File: config.mk
export PLATFORM = sky130hd
export DESIGN_NAME = pcs_top
export DESIGN_NICKNAME = d
export VERILOG_FILES = /design/src/core/pcs_pkg.sv /design/src/core/pcs_top.sv /design/src/core/pcs_bcd_counter.sv /design/src/core/pcs_relay_shift.sv
export VERILOG_INCLUDE_DIRS = /design/src /design/src/core
export SDC_FILE = /design/constraint.sdc
export NUM_CORES = 1
export LEC_CHECK = 0
export ABC_AREA = 1
export BUFFER_PORTS_ARGS = -buffer_cell sky130_fd_sc_hd__buf_2
export CORE_UTILIZATION = 30
export CTS_BUF_LIST = sky130_fd_sc_hd__clkbuf_16
export CTS_CLUSTER_DIAMETER = 100
export DETAILED_ROUTE_END_ITERATION = 8
export PLACE_DENSITY_LB_ADDON = 0.2
export SYNTH_ARGS = -nofsm -noshare
export SYNTH_HDL_FRONTEND = slang
export SYNTH_HIERARCHICAL = 1
export SYNTH_SLANG_ARGS = --single-unit
File: constraint.sdc
create_clock -name core_clk -period 5.12 [get_ports core_clk]
set_input_delay 1.024 -clock core_clk [delete_from_list [all_inputs] [get_ports core_clk]]
set_output_delay 1.024 -clock core_clk [all_outputs]
set_load 0.02 [all_outputs]
File: src/core/pcs_cfg.svh
`ifndef PCS_CFG_SVH
`define PCS_CFG_SVH

// ==========================================================
// register word addresses
`define PCS_ADDR_CTRL 16'h0010
`define PCS_ADDR_STATUS 16'h0011
`define PCS_ADDR_STAGE_PRE 16'h0012
`define PCS_ADDR_UDC_K_LO 16'h0013
`define PCS_ADDR_UDC_K_HI 16'h0014
`define PCS_ADDR_SHIFT_CFG 16'h0015
// octal 1000: current values sit at this base plus the counter number
`define PCS_CUR_BASE 16'h0200
`define PCS_RELAY_BASE 16'h0300
// octal 2000 and 2001: word-memory double word used as up/down preset
`define PCS_ADDR_UDC_V_LO 16'h0400
`define PCS_ADDR_UDC_V_HI 16'h0401

// ==========================================================
// field positions
`define PCS_CTRL_SRC_BIT 0
`define PCS_STAT_STAGE_BIT 0
`define PCS_STAT_UDC_BIT 1
`define PCS_CFG_FROM_LSB 0
`define PCS_CFG_TO_LSB 8

// ==========================================================
// reset values and limits
`define PCS_CTRL_RST 16'h0000
`define PCS_STAGE_PRE_RST 16'h0000
`define PCS_UDC_PRE_RST 16'h0000
`define PCS_SHIFT_CFG_RST 16'h0F00
`define PCS_STAGE_MAX 16'h9999
`define PCS_UDC_MAX 32'h99999999

`endif

File: src/core/pcs_pkg.sv
// ==========================================================
// shared types
package pcs_pkg;

    typedef enum logic {PCS_PRE_CONST, PCS_PRE_VMEM} pcs_pre_src_t;

    typedef struct packed {
        logic [15:0] addr;
        logic [15:0] wdata;
        logic wr;
        logic rd;
    } pcs_bus_req_t;

    typedef struct packed {
        logic count;
        logic clear;
    } pcs_stage_in_t;

    typedef struct packed {
        logic up;
        logic down;
        logic reset;
    } pcs_udc_in_t;

    typedef struct packed {
        logic data;
        logic clock;
        logic reset;
    } pcs_shift_in_t;

endpackage : pcs_pkg

File: src/core/pcs_top.sv
`timescale 1ns/1ps
`include "pcs_cfg.svh"
// How it works
// - stage counter adds one per off-to-on change of its count input
// - stage done bit and value hold until the explicit clear
// - clear drops the status bit and zeroes the current value
// - current value read at word counter number plus base 1000
// - up/down value is a double word over two consecutive slots
// - up/down counts up on up edges, down on down edges, each only while the other count input is off
// - up/down held at zero while its reset input is on
// - up/down value stays within 0 to 99999999; the preset words are not range-limited
// - up/down done bit on while value is at or above preset
// - up/down preset from a constant or a word-memory double word
// - each off-to-on change of the shift clock input moves the chain and loads data at start
// - shift reset clears all relays to zero
// - start below end shifts upward, start above end downward
// - stage counter runs past preset to 9999 and holds there
module pcs_top
    import pcs_pkg::*;
#(
    parameter int STAGE_NUM = 7,
    parameter int UDC_NUM = 5,
    parameter int NREL = 64
) (
    // clock and reset
    input wire logic core_clk,
    input wire logic sys_rst,
    // register port
    input wire pcs_bus_req_t bus,
    output logic [15:0] rdata_reg,
    // ladder program side
    input wire logic scan_pulse,
    input wire pcs_stage_in_t stage_in,
    input wire pcs_udc_in_t udc_in,
    input wire pcs_shift_in_t shift_in,
    // status and values
    output logic stage_done_reg,
    output logic udc_done_reg,
    output logic [15:0] stage_value,
    output logic [31:0] udc_value,
    output logic [NREL-1:0] relay_bits
);

    localparam int IW = $clog2(NREL);
    localparam int NWORDS = NREL / 16;
    localparam logic [15:0] STAGE_ADDR = `PCS_CUR_BASE + 16'(STAGE_NUM);
    localparam logic [15:0] UDC_LO_ADDR = `PCS_CUR_BASE + 16'(UDC_NUM);
    localparam logic [15:0] UDC_HI_ADDR = `PCS_CUR_BASE + 16'(UDC_NUM + 1);
    localparam logic [15:0] RELAY_END = `PCS_RELAY_BASE + 16'(NWORDS);

    // ==========================================================
    // software registers
    logic [15:0] ctrl_reg;
    logic [15:0] stage_pre_reg;
    logic [15:0] udc_k_lo_reg;
    logic [15:0] udc_k_hi_reg;
    logic [15:0] udc_v_lo_reg;
    logic [15:0] udc_v_hi_reg;
    logic [15:0] shift_cfg_reg;

    always_ff @(posedge core_clk) begin
        if (sys_rst) begin
            ctrl_reg <= `PCS_CTRL_RST;
            stage_pre_reg <= `PCS_STAGE_PRE_RST;
            udc_k_lo_reg <= `PCS_UDC_PRE_RST;
            udc_k_hi_reg <= `PCS_UDC_PRE_RST;
            udc_v_lo_reg <= `PCS_UDC_PRE_RST;
            udc_v_hi_reg <= `PCS_UDC_PRE_RST;
            shift_cfg_reg <= `PCS_SHIFT_CFG_RST;
        end else if (bus.wr) begin
            if (bus.addr == `PCS_ADDR_CTRL) begin
                ctrl_reg <= bus.wdata;
            end else if (bus.addr == `PCS_ADDR_STAGE_PRE) begin
                stage_pre_reg <= bus.wdata;
            end else if (bus.addr == `PCS_ADDR_UDC_K_LO) begin
                udc_k_lo_reg <= bus.wdata;
            end else if (bus.addr == `PCS_ADDR_UDC_K_HI) begin
                udc_k_hi_reg <= bus.wdata;
            end else if (bus.addr == `PCS_ADDR_UDC_V_LO) begin
                udc_v_lo_reg <= bus.wdata;
            end else if (bus.addr == `PCS_ADDR_UDC_V_HI) begin
                udc_v_hi_reg <= bus.wdata;
            end else if (bus.addr == `PCS_ADDR_SHIFT_CFG) begin
                shift_cfg_reg <= bus.wdata;
            end
        end
    end

    // ==========================================================
    // scan edge detection
    logic stage_prev_reg;
    logic up_prev_reg;
    logic down_prev_reg;
    logic shclk_prev_reg;

    // previous-scan copies only move at the scan boundary
    always_ff @(posedge core_clk) begin
        if (sys_rst) begin
            stage_prev_reg <= 1'b0;
            up_prev_reg <= 1'b0;
            down_prev_reg <= 1'b0;
            shclk_prev_reg <= 1'b0;
        end else if (scan_pulse) begin
            stage_prev_reg <= stage_in.count;
            up_prev_reg <= udc_in.up;
            down_prev_reg <= udc_in.down;
            shclk_prev_reg <= shift_in.clock;
        end
    end

    wire stage_edge = scan_pulse & stage_in.count & ~stage_prev_reg;
    wire stage_clr = scan_pulse & stage_in.clear;
    // a count input only counts while the other one is off
    wire up_edge = scan_pulse & udc_in.up & ~up_prev_reg & ~udc_in.down;
    wire down_edge = scan_pulse & udc_in.down & ~down_prev_reg & ~udc_in.up;
    wire udc_clr = scan_pulse & udc_in.reset;
    wire shift_step = scan_pulse & shift_in.clock & ~shclk_prev_reg;
    wire shift_clr = scan_pulse & shift_in.reset;

    // ==========================================================
    // stage counter
    pcs_bcd_counter #(
        .DIGITS(4)
    ) u_stage (
        .core_clk(core_clk),
        .sys_rst(sys_rst),
        .step_up(stage_edge),
        .step_down(1'b0),
        .clear(stage_clr),
        .value_reg(stage_value)
    );

    // sticky: a lowered preset or later count never drops it
    wire stage_done_next = stage_clr ? 1'b0 :
                           (stage_done_reg | (stage_value >= stage_pre_reg));

    // ==========================================================
    // up/down counter
    pcs_bcd_counter #(
        .DIGITS(8)
    ) u_updown (
        .core_clk(core_clk),
        .sys_rst(sys_rst),
        .step_up(up_edge),
        .step_down(down_edge),
        .clear(udc_clr),
        .value_reg(udc_value)
    );

    wire pcs_pre_src_t pre_src = pcs_pre_src_t'(ctrl_reg[`PCS_CTRL_SRC_BIT]);
    wire [31:0] udc_preset = (pre_src == PCS_PRE_VMEM) ?
                             {udc_v_hi_reg, udc_v_lo_reg} :
                             {udc_k_hi_reg, udc_k_lo_reg};
    // bcd words compare correctly as plain binary
    wire udc_done_next = (udc_value >= udc_preset);

    always_ff @(posedge core_clk) begin
        if (sys_rst) begin
            stage_done_reg <= 1'b0;
            udc_done_reg <= 1'b0;
        end else begin
            stage_done_reg <= stage_done_next;
            udc_done_reg <= udc_done_next;
        end
    end

    // ==========================================================
    // shift chain
    wire [IW-1:0] from_idx = shift_cfg_reg[`PCS_CFG_FROM_LSB +: IW];
    wire [IW-1:0] to_idx = shift_cfg_reg[`PCS_CFG_TO_LSB +: IW];

    pcs_relay_shift #(
        .NREL(NREL),
        .IW(IW)
    ) u_shift (
        .core_clk(core_clk),
        .sys_rst(sys_rst),
        .step(shift_step),
        .data_in(shift_in.data),
        .clear(shift_clr),
        .from_idx(from_idx),
        .to_idx(to_idx),
        .relays_reg(relay_bits)
    );

    // ==========================================================
    // read decode
    logic [15:0] read_word;
    logic [15:0] relay_word_idx;

    assign relay_word_idx = bus.addr - `PCS_RELAY_BASE;

    always_comb begin
        read_word = 16'h0000;
        if (bus.addr == `PCS_ADDR_CTRL) begin
            read_word = ctrl_reg;
        end else if (bus.addr == `PCS_ADDR_STATUS) begin
            read_word[`PCS_STAT_STAGE_BIT] = stage_done_reg;
            read_word[`PCS_STAT_UDC_BIT] = udc_done_reg;
        end else if (bus.addr == `PCS_ADDR_STAGE_PRE) begin
            read_word = stage_pre_reg;
        end else if (bus.addr == `PCS_ADDR_UDC_K_LO) begin
            read_word = udc_k_lo_reg;
        end else if (bus.addr == `PCS_ADDR_UDC_K_HI) begin
            read_word = udc_k_hi_reg;
        end else if (bus.addr == `PCS_ADDR_UDC_V_LO) begin
            read_word = udc_v_lo_reg;
        end else if (bus.addr == `PCS_ADDR_UDC_V_HI) begin
            read_word = udc_v_hi_reg;
        end else if (bus.addr == `PCS_ADDR_SHIFT_CFG) begin
            read_word = shift_cfg_reg;
        end else if (bus.addr == STAGE_ADDR) begin
            read_word = stage_value;
        end else if (bus.addr == UDC_LO_ADDR) begin
            read_word = udc_value[15:0];
        end else if (bus.addr == UDC_HI_ADDR) begin
            read_word = udc_value[31:16];
        end else if (bus.addr >= `PCS_RELAY_BASE && bus.addr < RELAY_END) begin
            read_word = relay_bits[16*relay_word_idx[IW-5:0] +: 16];
        end
    end

    // data valid only in the cycle after the strobe
    always_ff @(posedge core_clk) begin
        if (sys_rst) begin
            rdata_reg <= 16'h0000;
        end else begin
            rdata_reg <= bus.rd ? read_word : 16'h0000;
        end
    end
endmodule : pcs_top

File: src/core/pcs_bcd_counter.sv
`timescale 1ns/1ps
// ==========================================================
// saturating bcd counter, clear has priority over any step
module pcs_bcd_counter #(
    parameter int DIGITS = 4
) (
    // clock and reset
    input wire logic core_clk,
    input wire logic sys_rst,
    // control
    input wire logic step_up,
    input wire logic step_down,
    input wire logic clear,
    // value
    output logic [4*DIGITS-1:0] value_reg
);

    localparam int W = 4 * DIGITS;

    function automatic logic [W-1:0] bcd_inc(input logic [W-1:0] v);
        logic [W-1:0] r;
        logic carry;
        r = v;
        carry = 1'b1;
        for (int i = 0; i < DIGITS; i++) begin
            if (carry) begin
                if (r[4*i +: 4] == 4'h9) begin
                    r[4*i +: 4] = 4'h0;
                end else begin
                    r[4*i +: 4] = r[4*i +: 4] + 4'h1;
                    carry = 1'b0;
                end
            end
        end
        // all nines: hold the maximum rather than wrap
        return carry ? v : r;
    endfunction : bcd_inc

    function automatic logic [W-1:0] bcd_dec(input logic [W-1:0] v);
        logic [W-1:0] r;
        logic borrow;
        r = v;
        borrow = 1'b1;
        for (int i = 0; i < DIGITS; i++) begin
            if (borrow) begin
                if (r[4*i +: 4] == 4'h0) begin
                    r[4*i +: 4] = 4'h9;
                end else begin
                    r[4*i +: 4] = r[4*i +: 4] - 4'h1;
                    borrow = 1'b0;
                end
            end
        end
        return borrow ? v : r;
    endfunction : bcd_dec

    logic [W-1:0] value_next;

    assign value_next = clear ? '0 :
                        step_up ? bcd_inc(value_reg) :
                        step_down ? bcd_dec(value_reg) : value_reg;

    always_ff @(posedge core_clk) begin
        if (sys_rst) begin
            value_reg <= '0;
        end else begin
            value_reg <= value_next;
        end
    end

endmodule : pcs_bcd_counter

File: src/core/pcs_relay_shift.sv
`timescale 1ns/1ps
// ==========================================================
// relay chain shifted between a start and an end relay
module pcs_relay_shift #(
    parameter int NREL = 64,
    parameter int IW = 6
) (
    // clock and reset
    input wire logic core_clk,
    input wire logic sys_rst,
    // control
    input wire logic step,
    input wire logic data_in,
    input wire logic clear,
    input wire logic [IW-1:0] from_idx,
    input wire logic [IW-1:0] to_idx,
    // relays
    output logic [NREL-1:0] relays_reg
);

    logic fwd;
    logic [NREL-1:0] shifted;
    logic [NREL-1:0] relays_next;

    assign fwd = (from_idx <= to_idx);

    always_comb begin
        shifted = relays_reg;
        for (int i = 0; i < NREL; i++) begin
            if (fwd && i >= from_idx && i <= to_idx) begin
                if (i == from_idx) begin
                    shifted[i] = data_in;
                end else if (i > 0) begin
                    shifted[i] = relays_reg[i-1];
                end
            end else if (!fwd && i >= to_idx && i <= from_idx) begin
                if (i == from_idx) begin
                    shifted[i] = data_in;
                end else if (i < NREL - 1) begin
                    shifted[i] = relays_reg[i+1];
                end
            end
        end
    end

    // reset of the chain clears every relay, not just the block
    assign relays_next = clear ? '0 : (step ? shifted : relays_reg);

    always_ff @(posedge core_clk) begin
        if (sys_rst) begin
            relays_reg <= '0;
        end else begin
            relays_reg <= relays_next;
        end
    end

endmodule : pcs_relay_shift

==> flow_summary_export.csv <==
group,metric,value,unit
outcome,outcome,"completed",
synthesis,post-synth-top-count-cell,"nand2_1",
synthesis,synthAdderAreaFrac,3.325,%
synthesis,synth-seq-area-share,24.23,%
timing,post-route-min-period,3.315,ns
grt,grt-ovfl-total,0,
placement,numPortBuffers,174,
routing,firstDrtPassIters,8,
routing,drtIter0Drc,2339,
floorplanning,initial_core_util,30.31,%
timing,finalHoldViolCount,0,
setup_path,r2r_setup_slack,1.81,ns
grt,grt_max_degree,65,
hold_path,hold_path_depth,2,
synthesis,yosys_warnings,6,
pwr,peakVddDrop,0.0001938,V
setup_path,r2r-start,"shift_cfg_reg[11]",
clocking,cts_tree,"built",
setup_path,required,5.61,ns
timing,fin_setup_tns,0,ns
routing,via_per_inst,5.152,
routing,drc_errors,0,
floorplanning,coreArea,67040,um2
floorplanning,row_count,95,
synthesis,ys_dominant_reg_cell,"dfxtp_1",
synthesis,synth_compound_area_share,18.16,%
grt,grt_pass1_wl,132700,um
job,maxCapViolCount,0,
clocking,cts_hold_buffers,0,
pwr,power_density,249.3,nW/um2
cells_and_area,final_area,23000,um2
routing,wire_per_inst,19.83,um
clocking,cts_setup_buffers,0,
routing,drt_wl_total,89180,um
synthesis,muxShareOfSynthArea,0.09852,%
floorplanning,fp.dieH,262.3,um
clocking,cts.path.max_buffers,3,
synthesis,ys_async_sr_fraction,0,%
setup_path,start_kind,"flip-flop",
timing,holdWs,0.4634,ns
synthesis,synth_nets,3595,
cells_and_area,postLayoutCoreUtil,34.30,%
placement,placedCellCount,4433,
setup_path,startpoint,"shift_cfg_reg[11]",
placement,place_hpwl,67650,um
timing,finClkSkew,0.02914,ns
clocking,clock_latency,0.57,ns
timing,setup_slack,1.805,ns
synthesis,syn-cell-area,20320,um2
setup_path,cp_max_fo,22,
timing,slew_viol_final,0,
cells_and_area,syn_to_final_growth,13.16,%
cells_and_area,nets,3697,
synthesis,yosysTopAreaCell,"dfxtp_1",
synthesis,synth_common_cells,"nand2_1 (1,104), nor2_1 (492), inv_1 (330), o21ai_0 (281), dfxtp_1 (246)",
synthesis,synth_area_per_cell,5.813,um2
placement,gp_congestion,0.9873,
synthesis,ys_ff_latch,246,
grt,grt_pass1_vias,20870,
clocking,cts_made_buffers,36,
cells_and_area,antenna_cells,0,
cells_and_area,drive_gt1_share,12.91,%
cells_and_area,final_cells,4497,
setup_path,r2r-end,"u_shift/relays_reg[26]",
synthesis,synthXorXnorAreaFrac,0.4310,%
synthesis,synth_area_leaders,"dfxtp_1 (24%), nand2_1 (20%), nor2_1 (9.1%)",
timing,setup_violations,0,
clocking,htree_levels,2,
synthesis,ys_types,64,
floorplanning,die_x,262.3,um
pwr,leakagePower,11.37,nW
placement,post-place-ws,1.424,ns
placement,dpl_cell_area,21830,um2
synthesis,synth_edf_count,0,
timing,post-route-period-util,64.74,%
clocking,clkTransAtPathRegs,0.06,ns
clocking,cts.sinks,246,
synthesis,synth_simple_gate_area_share,42.72,%
routing,ant_nets,0,
setup_path,worstSetupPathType,"flip-flop to flip-flop",
hold_path,min_to,"stage_prev_reg",
timing,rsz0062_at_grt,"false",
grt,antenna_found_initial,3,
timing,max_freq,301.7,MHz
routing,num_vias,23170,
setup_path,r2r_cells,15,
setup_path,endpoint_kind,"flip-flop",
synthesis,synth_top_family_by_area,"simple AND/OR/NAND/NOR gates",
setup_path,cp.arrival,3.81,ns
clocking,clockRootBuffer,"clkbuf_16",
grt,grtUsageTotal,25.21,%
timing,worst_pin_slew,1.196,ns
hold_path,hp-class,"flip-flop to flip-flop",
hold_path,min_from,"stage_prev_reg",
synthesis,synth_top_area_share,24.23,%
cells_and_area,largest_reg_flops,64,
timing,relSlewSlack,20.17,%
floorplanning,die_area,68780,um2
floorplanning,io-pin-count,175,
clocking,ctsResizeCount,0,
synthesis,synthCells,3496,
pwr,power,5.733,mW
==> how the worst max path moves through the flow <==
stage	to	slack, ns	cells past startpoint
floorplan	u_updown/value_reg[8]	2.50	9
global placement	udc_v_hi_reg[0]	1.48	8
detailed placement	udc_v_hi_reg[15]	1.42	8
CTS	u_shift/relays_reg[38]	1.93	15
global route	u_shift/relays_reg[49]	1.58	15
finish	u_shift/relays_reg[26]	1.81	15
==> layout by cell type, fill, tap and decap left out, drive strengths merged, types with 2 or more instances in the layout <==
master   Yosys  layout
nand3b       5       5
o211ai       4       4
nand4       68      68
buf        104     211
inv        369     381
a211oi      34      34
and2         2       2
clkinv       4      16
o21ai      361     361
nand3      181     181
nand2     1141    1141
a221oi      10      10
a21boi       3       3
xor2        10      10
o21a         3       3
nor2       559     559
nor3        30      30
o221ai       2       2
o22ai        3       3
bufinv       1       5
clkbuf      43      36
a31oi        5       5
o31ai        7       7
and3         2       2
o2111ai      3       3
mux2i        2       2
ha          54      54
a21oi      228     228
a22oi        4       4
dfxtp      246     246
==> final cells by class <==
class	count	area [um2]
clock buffer	36	900.9
inverter	374	1436
fill	7618	44040
sequential	246	4925
multi-input combinational	2729	13190
tap	873	1092
clock inverter	28	267.8
timing repair buffer	211	1189
==> critical path: stages (launching register included) <==
cell and delay [ns]:
dfxtp_1 0.54, inv_2 0.15, ha_1 0.32, nand2_1 0.08, nor2_1 0.05, nand3_1 0.48
buf_4 0.32, inv_1 0.07, nor2_2 0.30, buf_4 0.43, nand2_1 0.11, nand2_1 0.08
nand2_1 0.06, nand2_1 0.07, nand2_1 0.05, nor2_1 0.11
==> where the power goes <==
group / internal, mW / switching (mW)
clock: 1.49 / 1.05
combinational: 0.350 / 0.703
sequential: 1.97 / 0.170
total: 3.81 / 1.92
==> per-layer routing <==
layer  share of wire (%)  wire length [um]  GRT usage (%)  vias up
li1                    -                 -              -    11520
met1                  46             40990          35.32    10540
met2                  42             37740          38.11      948
met3                 8.2              7320          4.909      160
met4                 3.5              3083          9.014        6
met5               0.038                34              0        -
==> logic make-up after synthesis <==
kind of cell / Yosys count
buf+inv: 521
simple gates: 1991
other cells: 1
mux: 2
xor+xnor: 10
fa+ha+maj: 54
compound gates: 671
flops: 246
(Power assumes the default switching activity.)
